<file path="src/bgd_pkg.sv">
package bgd_pkg;

    // Bargraph geometry: each segment spans one step of the full scale.
    localparam int SEG_COUNT = 20;
    localparam int PCT_FULL = 100;
    localparam int SEG_STEP_PCT = 5;
    localparam logic [4:0] LEVEL_SCALE = 5'(PCT_FULL / SEG_STEP_PCT);
    localparam logic [4:0] LEVEL_NONE = 5'h00;

    // Relays and the number of values converted to levels per sweep.
    localparam int NUM_RELAYS = 4;
    localparam int NUM_VALUES = 1 + 2 * NUM_RELAYS;
    localparam logic [3:0] IDX_MEAS = 4'h0;
    localparam logic [3:0] IDX_FIRST = 4'h1;
    localparam logic [3:0] IDX_SECOND = 4'h5;
    localparam logic [3:0] IDX_LAST = 4'(NUM_VALUES - 1);

    // Divider timing: quotient bits and cycles from start to done.
    localparam logic [2:0] DIV_TOP_BIT = 3'h4;
    localparam int DIV_LATENCY = 6;

    // Brightness levels and the dimming period in clock cycles.
    localparam logic [3:0] BRIGHT_MIN = 4'h1;
    localparam logic [3:0] BRIGHT_MAX = 4'h8;
    localparam logic [2:0] DIM_LAST = 3'h7;

    typedef enum logic [0:0] {BGD_LINE, BGD_POINT} bgd_style_t;

    typedef enum logic [2:0] {
        BGD_SC_OFF, BGD_SC_GREEN, BGD_SC_RED, BGD_SC_GREEN_ON_RED,
        BGD_SC_RED_ON_GREEN, BGD_SC_DARK_ON_GREEN, BGD_SC_DARK_ON_RED
    } bgd_scheme_t;

    typedef enum logic [1:0] {BGD_CL_DARK, BGD_CL_RED, BGD_CL_GREEN, BGD_CL_ORANGE} bgd_colour_t;

    typedef enum logic [1:0] {
        BGD_MK_NONE, BGD_MK_FIRST_ONLY, BGD_MK_SECOND_ONLY, BGD_MK_BOTH
    } bgd_marker_t;

    typedef enum logic [2:0] {
        BGD_AL_NO_SOURCE, BGD_AL_ABOVE, BGD_AL_BELOW, BGD_AL_CLOSED, BGD_AL_OPEN
    } bgd_alarm_t;

    // Per-relay configuration as handed over by the relay logic.
    typedef struct packed {
        bgd_marker_t marker_select;
        bgd_alarm_t alarm_condition;
        logic signed [15:0] first_threshold;
        logic signed [15:0] second_threshold;
    } bgd_relay_t;

    // Colours of the three bargraph roles for one scheme.
    typedef struct packed {
        bgd_colour_t meas;
        bgd_colour_t bg;
        bgd_colour_t mark;
    } bgd_palette_t;

endpackage : bgd_pkg

</file>
<file path="src/bgd_div.sv">
module bgd_div (
    input wire logic clk,
    input wire logic reset,
    input wire logic start,
    input wire logic [20:0] dividend,
    input wire logic [13:0] divisor,
    output logic done,
    output logic [4:0] quot
);

    logic [20:0] rem_r, rem_nxt;
    logic [4:0] quot_r, quot_nxt;
    logic [2:0] bit_r, bit_nxt;
    logic run_r, run_nxt;
    logic done_r, done_nxt;
    logic [13:0] den_r, den_nxt;
    logic [20:0] trial;

    ////////////////////////////////////////////////////////////////////////
    // Restoring division, one quotient bit per cycle, top bit first.
    always_comb begin
        rem_nxt = rem_r;
        quot_nxt = quot_r;
        bit_nxt = bit_r;
        run_nxt = run_r;
        den_nxt = den_r;
        done_nxt = 1'b0;
        trial = 21'(den_r) << bit_r;
        if (start) begin
            rem_nxt = dividend;
            den_nxt = divisor;
            quot_nxt = 5'h00;
            bit_nxt = bgd_pkg::DIV_TOP_BIT;
            run_nxt = 1'b1;
        end else if (run_r) begin
            if (rem_r >= trial) begin
                rem_nxt = rem_r - trial;
                quot_nxt[bit_r] = 1'b1;
            end
            if (bit_r == 3'h0) begin
                run_nxt = 1'b0;
                done_nxt = 1'b1;
            end else begin
                bit_nxt = bit_r - 3'h1;
            end
        end
    end

    // Registers only; a quotient of at most twenty fits the five bits.
    always_ff @(posedge clk) begin
        if (reset) begin
            rem_r <= 21'h000000;
            quot_r <= 5'h00;
            bit_r <= 3'h0;
            run_r <= 1'b0;
            done_r <= 1'b0;
            den_r <= 14'h0000;
        end else begin
            rem_r <= rem_nxt;
            quot_r <= quot_nxt;
            bit_r <= bit_nxt;
            run_r <= run_nxt;
            done_r <= done_nxt;
            den_r <= den_nxt;
        end
    end

    assign done = done_r;
    assign quot = quot_r;
endmodule : bgd_div

</file>
<file path="src/bgd_bar.sv">
module bgd_bar (
    input wire logic CLK,
    input wire logic RESET,
    input wire logic signed [15:0] DISPLAY_VALUE,
    input wire logic signed [15:0] SCALE_LOW_POINT,
    input wire logic signed [15:0] SCALE_HIGH_POINT,
    input wire bgd_pkg::bgd_style_t BAR_STYLE,
    input wire bgd_pkg::bgd_scheme_t COLOUR_SCHEME,
    input wire bgd_pkg::bgd_relay_t RELAY_CFG [bgd_pkg::NUM_RELAYS],
    input wire logic [3:0] RELAY_CLOSED,
    input wire logic [3:0] BRIGHTNESS,
    output logic [19:0] SEG_RED,
    output logic [19:0] SEG_GREEN,
    output logic BAR_ALARM,
    output logic BRIGHT_ON
);

    typedef enum {BGD_S_LOAD, BGD_S_DIV} bgd_state_t;

    // Segment index that stands for a level; level zero shares the first segment.
    function automatic logic [4:0] seg_of(input logic [4:0] lvl);
        seg_of = (lvl == bgd_pkg::LEVEL_NONE) ? 5'h00 : lvl - 5'h01;
    endfunction : seg_of

    // Red and green drive of one colour; orange is both.
    function automatic logic [1:0] rg_of(input bgd_pkg::bgd_colour_t c);
        rg_of = {c == bgd_pkg::BGD_CL_RED || c == bgd_pkg::BGD_CL_ORANGE,
                 c == bgd_pkg::BGD_CL_GREEN || c == bgd_pkg::BGD_CL_ORANGE};
    endfunction : rg_of

    function automatic bgd_pkg::bgd_palette_t palette(input bgd_pkg::bgd_scheme_t s);
        case (s)
            bgd_pkg::BGD_SC_GREEN: palette = {bgd_pkg::BGD_CL_GREEN, bgd_pkg::BGD_CL_DARK,
                                              bgd_pkg::BGD_CL_RED};
            bgd_pkg::BGD_SC_RED: palette = {bgd_pkg::BGD_CL_RED, bgd_pkg::BGD_CL_DARK,
                                            bgd_pkg::BGD_CL_GREEN};
            bgd_pkg::BGD_SC_GREEN_ON_RED: palette = {bgd_pkg::BGD_CL_GREEN,
                                                     bgd_pkg::BGD_CL_RED,
                                                     bgd_pkg::BGD_CL_ORANGE};
            bgd_pkg::BGD_SC_RED_ON_GREEN: palette = {bgd_pkg::BGD_CL_RED,
                                                     bgd_pkg::BGD_CL_GREEN,
                                                     bgd_pkg::BGD_CL_ORANGE};
            bgd_pkg::BGD_SC_DARK_ON_GREEN: palette = {bgd_pkg::BGD_CL_DARK,
                                                      bgd_pkg::BGD_CL_GREEN,
                                                      bgd_pkg::BGD_CL_RED};
            bgd_pkg::BGD_SC_DARK_ON_RED: palette = {bgd_pkg::BGD_CL_DARK,
                                                    bgd_pkg::BGD_CL_RED,
                                                    bgd_pkg::BGD_CL_GREEN};
            default: palette = {bgd_pkg::BGD_CL_DARK, bgd_pkg::BGD_CL_DARK,
                                bgd_pkg::BGD_CL_DARK};
        endcase
    endfunction : palette

    bgd_state_t state_r, state_nxt;
    logic [3:0] idx_r, idx_nxt;
    logic [4:0] level_r [bgd_pkg::NUM_VALUES];
    logic [4:0] level_nxt [bgd_pkg::NUM_VALUES];
    logic signed [15:0] val_sel;
    logic signed [16:0] num, den;
    logic div_start;
    logic [20:0] div_dividend;
    logic div_done;
    logic [4:0] div_quot;

    ////////////////////////////////////////////////////////////////////////
    // Level sweep: the measurement and all eight thresholds are converted in
    // turn through one shared divider, trading latency (about sixty cycles
    // per sweep) for a single division circuit.
    always_comb begin
        if (idx_r == bgd_pkg::IDX_MEAS) begin
            val_sel = DISPLAY_VALUE;
        end else if (idx_r < bgd_pkg::IDX_SECOND) begin
            val_sel = RELAY_CFG[2'(idx_r - bgd_pkg::IDX_FIRST)].first_threshold;
        end else begin
            val_sel = RELAY_CFG[2'(idx_r - bgd_pkg::IDX_SECOND)].second_threshold;
        end
        num = 17'(val_sel) - 17'(SCALE_LOW_POINT);
        den = 17'(SCALE_HIGH_POINT) - 17'(SCALE_LOW_POINT);
        if (den < 0) begin
            num = -num;
            den = -den;
        end
        // Rounded to the nearest step: (20 * num + den / 2) / den.
        div_dividend = 21'(num) * 21'(bgd_pkg::LEVEL_SCALE) + 21'(den >>> 1);
        state_nxt = state_r;
        idx_nxt = idx_r;
        level_nxt = level_r;
        div_start = 1'b0;
        case (state_r)
            BGD_S_LOAD: begin
                if (num <= 0) begin
                    level_nxt[idx_r] = bgd_pkg::LEVEL_NONE;
                end else if (num >= den) begin
                    level_nxt[idx_r] = bgd_pkg::LEVEL_SCALE;
                end else begin
                    div_start = 1'b1;
                    state_nxt = BGD_S_DIV;
                end
                if (state_nxt == BGD_S_LOAD) begin
                    idx_nxt = (idx_r == bgd_pkg::IDX_LAST) ? bgd_pkg::IDX_MEAS : idx_r + 4'h1;
                end
            end
            BGD_S_DIV: begin
                if (div_done) begin
                    level_nxt[idx_r] = div_quot;
                    state_nxt = BGD_S_LOAD;
                    idx_nxt = (idx_r == bgd_pkg::IDX_LAST) ? bgd_pkg::IDX_MEAS : idx_r + 4'h1;
                end
            end
            default: state_nxt = BGD_S_LOAD;
        endcase
    end

    always_ff @(posedge CLK) begin
        if (RESET) begin
            state_r <= BGD_S_LOAD;
            idx_r <= bgd_pkg::IDX_MEAS;
            for (int k = 0; k < bgd_pkg::NUM_VALUES; k++) begin
                level_r[k] <= bgd_pkg::LEVEL_NONE;
            end
        end else begin
            state_r <= state_nxt;
            idx_r <= idx_nxt;
            level_r <= level_nxt;
        end
    end

    bgd_div u_div (
        .clk(CLK),
        .reset(RESET),
        .start(div_start),
        .dividend(div_dividend),
        .divisor(den[13:0]),
        .done(div_done),
        .quot(div_quot)
    );

    ////////////////////////////////////////////////////////////////////////
    // Alarm combination from the current inputs, one term per relay.
    logic [3:0] relay_alarm;
    logic alarm_any;
    always_comb begin
        for (int r = 0; r < bgd_pkg::NUM_RELAYS; r++) begin
            case (RELAY_CFG[r].alarm_condition)
                bgd_pkg::BGD_AL_ABOVE:
                    relay_alarm[r] = DISPLAY_VALUE > RELAY_CFG[r].first_threshold;
                bgd_pkg::BGD_AL_BELOW:
                    relay_alarm[r] = DISPLAY_VALUE < RELAY_CFG[r].first_threshold;
                bgd_pkg::BGD_AL_CLOSED: relay_alarm[r] = RELAY_CLOSED[r];
                bgd_pkg::BGD_AL_OPEN: relay_alarm[r] = !RELAY_CLOSED[r];
                default: relay_alarm[r] = 1'b0;
            endcase
        end
        alarm_any = |relay_alarm;
    end

    ////////////////////////////////////////////////////////////////////////
    // Dimming: the segments are lit for BRIGHTNESS of every eight cycles;
    // values outside one..eight are held to the nearest end.
    logic [2:0] dim_r, dim_nxt;
    logic [3:0] bright_lvl;
    logic bright_nxt;
    always_comb begin
        bright_lvl = BRIGHTNESS;
        if (bright_lvl < bgd_pkg::BRIGHT_MIN) bright_lvl = bgd_pkg::BRIGHT_MIN;
        if (bright_lvl > bgd_pkg::BRIGHT_MAX) bright_lvl = bgd_pkg::BRIGHT_MAX;
        dim_nxt = (dim_r == bgd_pkg::DIM_LAST) ? 3'h0 : dim_r + 3'h1;
        bright_nxt = 4'(dim_r) < bright_lvl;
    end

    ////////////////////////////////////////////////////////////////////////
    // Segment colours: a marker wins over the measurement, which wins over
    // the background.
    bgd_pkg::bgd_palette_t pal;
    logic [19:0] red_nxt, green_nxt;
    logic lit, mark;
    logic [1:0] rg;
    always_comb begin
        pal = palette(COLOUR_SCHEME);
        red_nxt = 20'h00000;
        green_nxt = 20'h00000;
        for (int i = 0; i < bgd_pkg::SEG_COUNT; i++) begin
            lit = (BAR_STYLE == bgd_pkg::BGD_LINE) ? (5'(i) < level_r[0])
                                                   : (5'(i) == seg_of(level_r[0]));
            mark = 1'b0;
            for (int r = 0; r < bgd_pkg::NUM_RELAYS; r++) begin
                if ((RELAY_CFG[r].marker_select == bgd_pkg::BGD_MK_FIRST_ONLY ||
                     RELAY_CFG[r].marker_select == bgd_pkg::BGD_MK_BOTH) &&
                    5'(i) == seg_of(level_r[bgd_pkg::IDX_FIRST + r])) mark = 1'b1;
                if ((RELAY_CFG[r].marker_select == bgd_pkg::BGD_MK_SECOND_ONLY ||
                     RELAY_CFG[r].marker_select == bgd_pkg::BGD_MK_BOTH) &&
                    5'(i) == seg_of(level_r[bgd_pkg::IDX_SECOND + r])) mark = 1'b1;
            end
            rg = rg_of(mark ? pal.mark : (lit ? pal.meas : pal.bg));
            if (alarm_any) rg = {rg[0], rg[1]};
            red_nxt[i] = rg[1] & bright_nxt;
            green_nxt[i] = rg[0] & bright_nxt;
        end
    end

    // All outputs come straight from these flip-flops.
    always_ff @(posedge CLK) begin
        if (RESET) begin
            dim_r <= 3'h0;
            SEG_RED <= 20'h00000;
            SEG_GREEN <= 20'h00000;
            BAR_ALARM <= 1'b0;
            BRIGHT_ON <= 1'b0;
        end else begin
            dim_r <= dim_nxt;
            SEG_RED <= red_nxt;
            SEG_GREEN <= green_nxt;
            BAR_ALARM <= alarm_any;
            BRIGHT_ON <= bright_nxt;
        end
    end

    logic plain_green, no_marks;
    assign no_marks = RELAY_CFG[0].marker_select == bgd_pkg::BGD_MK_NONE &&
                      RELAY_CFG[1].marker_select == bgd_pkg::BGD_MK_NONE &&
                      RELAY_CFG[2].marker_select == bgd_pkg::BGD_MK_NONE &&
                      RELAY_CFG[3].marker_select == bgd_pkg::BGD_MK_NONE;
    assign plain_green = COLOUR_SCHEME == bgd_pkg::BGD_SC_GREEN && no_marks && bright_nxt;
endmodule : bgd_bar

</file>
<file path="config.mk">
export PLATFORM = sky130hd
export DESIGN_NAME = bgd_bar
export DESIGN_NICKNAME = d
export VERILOG_FILES = /design/src/bgd_pkg.sv /design/src/bgd_div.sv /design/src/bgd_bar.sv
export SDC_FILE = /design/constraint.sdc
export NUM_CORES = 1
export LEC_CHECK = 0
export BUFFER_PORTS_ARGS = -buffer_cell sky130_fd_sc_hd__buf_4
export CAP_MARGIN = 20
export CORE_MARGIN = 8
export CORE_UTILIZATION = 60
export CTS_CLUSTER_SIZE = 25
export DETAILED_ROUTE_END_ITERATION = 8
export PLACE_DENSITY = 0.82
export SLEW_MARGIN = 20
export SYNTH_ARGS = -nofsm -noshare
export SYNTH_HDL_FRONTEND = slang
export SYNTH_SLANG_ARGS = --single-unit
</file>
<file path="constraint.sdc">
create_clock -name CLK -period 18.05 [get_ports CLK]
set_input_delay 1.805 -clock CLK [delete_from_list [all_inputs] [get_ports CLK]]
set_output_delay 1.805 -clock CLK [all_outputs]
set_load 0.01 [all_outputs]
</file>
; Word-level counts from Yosys, hierarchy flattened
; Cells that the tools add are included.
[classes]
reduce_logical = 249
n_addsub = 20
div_mod_pow = 0
mux = 297
shift = 1
n_mul = 1
bitwise_logic = 51
eq_ne = 272
magnitude_cmp = 42
[op_table]
columns = cell, n
row1 = "equality test 4 x 5 -> 1 bit, first input constant", 72
row2 = two-way mux 32 bit, 6
row3 = two-way mux 1 bit, 188
row4 = "equality test 3 x 5 -> 1 bit, first input constant", 36
row5 = "equality test 5 bit, first input constant", 36
row6 = logical AND 1 bit, 162
row7 = binary-select mux 37 bit (select 2 bit), 2
row8 = two-way mux 45 bit, 3
row9 = two-way mux 2 bit, 60
row10 = "equality test 2 bit, second input constant", 48
row11 = "equality test 2 x 5 -> 1 bit, first input constant", 18
row12 = logical NOT 5 bit, 18
row13 = case mux 45 bit (2 select lines), 1
row14 = greater-than comparator 16 bit, 4
row15 = logical NOT 32 bit, 2
row16 = less-than comparator 16 bit, 4
row17 = two-way mux 16 bit, 4
row18 = case mux 32 bit (2 select lines), 1
row19 = two-way mux 21 bit, 3
row20 = two-way mux 5 bit, 10
row21 = "equality test 2 x 1 -> 1 bit, second input constant", 24
row22 = logical OR 1 bit, 48
row23 = bitwise AND 45 bit, 1
row24 = bitwise mux 45 bit, 1
row25 = 64 further kinds, 181
[word_totals]
out_inout_bits = 42
mem_bits_ro = 0
ff_bits = 171
ramBits = 0
latchBits = 0
wordCells = 956
memories = 0

; Depth between registers and ports, before layout
[depth]
depth_word = 17
ltp_mapped = 40

; Modules after synthesis
; Synthesis repeated with hierarchy kept, for this count alone.
[hier_totals]
cells_unflattened = 2764
hier_area_um2 = 21047.7
[modules_own_cells]
columns = module, seq_area_each_um2, area_per_inst_um2, n_inst, cells_each
row1 = bgd_bar, 2522.4, 17505.5, 1, 2334
row2 = bgd_div, 900.9, 3542.1, 1, 430

; Worst setup path after synthesis
; No wires, ideal clock.
[synth_timing]
path_kind = register to register
from = reg idx_r[0]
to = reg u_div.rem_r[20]
path_buffers = 5
setup_slack_ns = 9.628
path_stages_with_launch = 38
t_arrival_ns = 8.290
cell_sequence = dfxtp_1 > clkbuf_1 > clkbuf_1 > inv_1 > ha_1 > clkbuf_1 > clkbuf_1 > mux4_2 > mux2i_1 > a21oi_1 > fa_1 > xnor2_2 > nand3_2 > or4_4 > a2111oi_4 > and3_1 > buf_4 > and2_4 > (+2 left out) > ha_1 > ha_1 > and3_1 > a21oi_1 > o21ai_0 > o21a_1 > o21a_1 > nor2_1 > o21ai_0 > xor2_1 > ha_1 > nand2_1 > o21ai_0 > a211o_1 > a21oi_1 > xnor2_1 > xnor2_1 > a21oi_1
[synth_between]
elab_chain_len = 16
word_cells_on_any_way = 28
cone_classes = 5 x add/sub / 1 x mul / 3 x order compare / 13 x mux / 2 x bitwise / 4 x reduce/logical
[synth_lines]
columns = element, line
row1 = "start, declared", bgd_bar.sv:55  ; logic [3:0] idx_r, idx_nxt;
row2 = "start signal, assigned", bgd_bar.sv:117  ; idx_r <= bgd_pkg::IDX_MEAS;
row3 = "start signal, assigned", bgd_bar.sv:123  ; idx_r <= idx_nxt;
row4 = subtractor 2 x 1 -> 2 bit, "bgd_bar.sv:73, bgd_bar.sv:75"
row5 = NOT 2 -> 3 bit (implied by the code), "bgd_bar.sv:73, bgd_bar.sv:75"
row6 = binary-select mux 37 bit (select 2 bit), "bgd_bar.sv:73, bgd_bar.sv:75"
row7 = two-way mux 16 bit (implied by the code) or two-way mux 32 bit (tied branches) (2 in a row), "bgd_bar.sv:75, bgd_bar.sv:73"
row8 = two-way mux 16 bit, bgd_bar.sv:72  ; end else if (idx_r < bgd_pkg::IDX_SECOND) begin
row9 = two-way mux 16 bit *, bgd_bar.sv:70  ; if (idx_r == bgd_pkg::IDX_MEAS) begin
row10 = subtractor 16 x 16 -> 17 bit *, bgd_bar.sv:77  ; num = 17'(val_sel) - 17'(SCALE_LOW_POINT);
row11 = negation 17 bit, bgd_bar.sv:80  ; num = -num;
row12 = two-way mux 17 bit *, bgd_bar.sv:79  ; if (den < 0) begin
row13 = branches (longest 6 deep; another with multiplier 21 x 3 -> 19 bit), --
row14 = "end signal, assigned", bgd_div.sv:59  ; rem_r <= rem_nxt;
row15 = "end, declared", bgd_div.sv:11  ; logic [20:0] rem_r, rem_nxt;
; Mark *: on every way between the ends. The select of a mux whose other input is x is not followed.
; A chain may end at the register's enable or synchronous reset.

; Final worst setup path
[layout_timing]
from = in RELAY_CFG[111] in the netlist's numbering
to = reg u_div.rem_r[20]
[layout_between]
elab_chain_len = 14
word_cells_on_any_way = 19
cone_classes = 3 x add/sub / 1 x mul / 2 x order compare / 10 x mux / 3 x reduce/logical
[layout_lines]
columns = element, line
row1 = "start, declared", bgd_bar.sv:9  ; input wire bgd_pkg::bgd_relay_t RELAY_CFG [bgd_pkg::NUM_RELAYS],
row2 = binary-select mux 37 bit (select 2 bit) *, bgd_bar.sv:75  ; val_sel = RELAY_CFG[2'(idx_r - bgd_pkg::IDX_SECOND)].second_threshold;
row3 = two-way mux 16 bit (implied by the code) * (2 in a row), bgd_bar.sv:75
row4 = two-way mux 16 bit *, bgd_bar.sv:72
row5 = two-way mux 16 bit *, bgd_bar.sv:70
row6 = subtractor 16 x 16 -> 17 bit *, bgd_bar.sv:77
row7 = negation 17 bit, bgd_bar.sv:80
row8 = two-way mux 17 bit *, bgd_bar.sv:79
row9 = branches (longest 6 deep; another with multiplier 21 x 3 -> 19 bit), --
; Marks and branches as above.

==> out/results.ini <==
[power_and_ir_drop]
cellPowerDensity_nw_per_um2=80.97
ir_drop_mv=0.1032
p_leak_uw=0.01003

[logic_synthesis]
ys_seq_elements=171
ys_seq_area_share_pct=16.82
synth_area_leaders=dfxtp_1, ha_1, mux2i_1
synth.distinct_cells=91
yosysTopAreaCellShare_pct=16.82
synth_common_cells=nor2_1, a21oi_1, ha_1
synth_edf_count=0
yosys.area.top_type=dfxtp_1
synth_area_sq_um=20350
netlist_instances=2738
avgSynthCellArea_sq_um=7.432
ys_warn_count=0
synthMostInstantiatedCell=nor2_1
ys_async_sr_fraction_pct=0
synth_flop_cell=dfxtp_1

[sta]
holdWs_ps=460.7
fmax_mhz=112.2
min_period_ps=8909
finalHoldViolCount=0
slew_viol_final=0
fin_skew_ps=21.42
maxSlewHeadroom_pct=21.81
finalSetupTns_ps=0
setup_violations=0
finalCritPeriodShare_pct=49.36
worst_pin_slew_ps=1162
rsz0062_at_grt=no

[critical_path]
worst_setup_path_end_kind=flip-flop
crit_slowest_cell=mux4_2
arrival_ps=9240
worst-path-buf-inv=2
criticalPathCategory=in -> reg
r2r_end=u_div.rem_r[20]
critPathRequiredTime_ps=18380
crit_family=compound AO/OA/AOI/OAI gates
cpPeakStageDelay_ps=530
reg2reg_slack_ps=9470
start_kind=input port
r2r_start=idx_r[1]
path_max_fanout=8
rr_worst_depth=36

[die]
dieHeight_microns=200.2
io-pin-count=252
chipWidth_microns=200.2
coreArea_sq_um=33450
placementRows=67
initial_utilization_pct=60.83
dieArea_sq_um=40060

[global_routing]
grt_max_degree=97
grt_usage_pct=32.96
grt_pass1_vias=21120
grt_overflow=0
antenna_found_initial=1
grt_pass1_wl_microns=110200

[final_layout]
fin_nets=3335
fin_cells=3376
syn_to_final_growth_pct=13.77
drive_gt1_share_pct=13.56
diodes=0

[clock_network]
cts_tree=done
clk_root_buffer_cell=clkbuf_16
clk_pin_slew_ps=90
insertion_delay_ps=460
cts-buffers-inserted=17
cts.htree.levels=4
clockBufferDepth=2
post-cts-setup-buffer-count=0
clkSinkCount=171
cts_resized=0
holdBufCountCts=0

[min_path]
hold_depth=1
hold_end=dim_r[0]
hp-class=reg -> reg
hp-start=dim_r[0]

[routing]
vias_per_cell=6.531
ant_nets=0
via_count=22050
avgRoutedWirePerCell_microns=20.98
drtIter0Drc=2160
drt-total-wl_microns=70810
first_pass_iters=9
drc_errors=0

[place]
placed_cells=3344
gp_congestion=1.042
dp_hpwl_microns=55650
port_buffers=251

[run]
max_cap_violations=0

[status]
status=finished clean

kinds of logic (layout without fill, tap and decap cells):
family,Yosys count,in the layout,share of synthesized area (%)
simple gates,985,985,24.49
compound gates,776,776,24.52
buf+inv,316,476,5.909
fa+ha+maj,210,210,13.10
flops,171,171,16.82
mux,159,159,9.869
xor+xnor,120,120,5.276
other cells,1,31,0.01843
report_power, final:
group          internal (uW)  total (uW)  leakage, uW  switching (uW)
Sequential               390         393      0.00140            3.69
Combinational            452        1080      0.00834             632
Clock                    193         397     0.000300             204
Total                   1030        1870       0.0100             840
worst register-to-register path: cells and delay by family, from the launching register on:
kind	cells	cell delay, ps
AOI/OAI and AO/OA	12	2080
xor gates and xnor gates	5	1220
muxes	2	620
DFF	1	410
adders and majority gates	6	1930
buffers and inverters	3	580
and+or+nand+nor	8	1640
worst max path at each step:
stage | from | to | depth (start not counted)
3_3_place_gp | RELAY_CFG[111] | u_div.rem_r[20] | 34
5_1_grt | RELAY_CFG[111] | u_div.rem_r[20] | 34
6_report | RELAY_CFG[111] | u_div.rem_r[20] | 34
4_1_cts | RELAY_CFG[111] | u_div.rem_r[20] | 34
2_1_floorplan | idx_r[0] | u_div.rem_r[20] | 37
3_5_place_dp | RELAY_CFG[111] | u_div.rem_r[20] | 34
metrics by stage:
stage	utilization, %	area (sq um)	power, uW	setup WS [ps]
after detailed placement	67.29	22510	1456	8796
final	69.21	23150	1875	9141
after global placement	67.29	22510	1418	8971
after floorplan	-	20460	1189	9628
after CTS	69.18	23140	1852	9267
after global routing	69.21	23150	1989	8676
layout make-up:
class                   count  area [sq um]
multi-input cells        2281         15870
fillers                  2733         10300
flip-flops and latches    171          3425
repair buffers            266          1997
inverters                 178         668.1
well taps                 448         560.5
clock buffers              17         425.4
clock inverters            15         205.2
layout by cell type, fill, tap and decap left out, types with 40 or more instances in the layout:
| cell type | n |
|---|---|
| nor3_1 | 114 |
| nand2b_1 | 89 |
| a21o_1 | 71 |
| dfxtp_1 | 170 |
| xnor2_1 | 77 |
| buf_4 | 266 |
| nand3_1 | 48 |
| inv_1 | 175 |
| xor2_1 | 40 |
| a21oi_1 | 221 |
| mux2i_1 | 114 |
| o21ai_0 | 161 |
| ha_1 | 205 |
| nand2_1 | 179 |
| o22ai_1 | 61 |
| nor2_1 | 288 |
per-layer routing:
metal | share of wire, % | up-vias | routed length [microns] | global-route usage [%]
li1 | - | 10330 | - | -
met1 | 39 | 10300 | 27810 | 38.72
met2 | 48 | 1167 | 33690 | 57.56
met3 | 8.1 | 250 | 5732 | 5.341
met4 | 5.0 | 2 | 3571 | 16.23
met5 | 0.018 | - | 13 | 0
(Power assumes the default switching activity.)
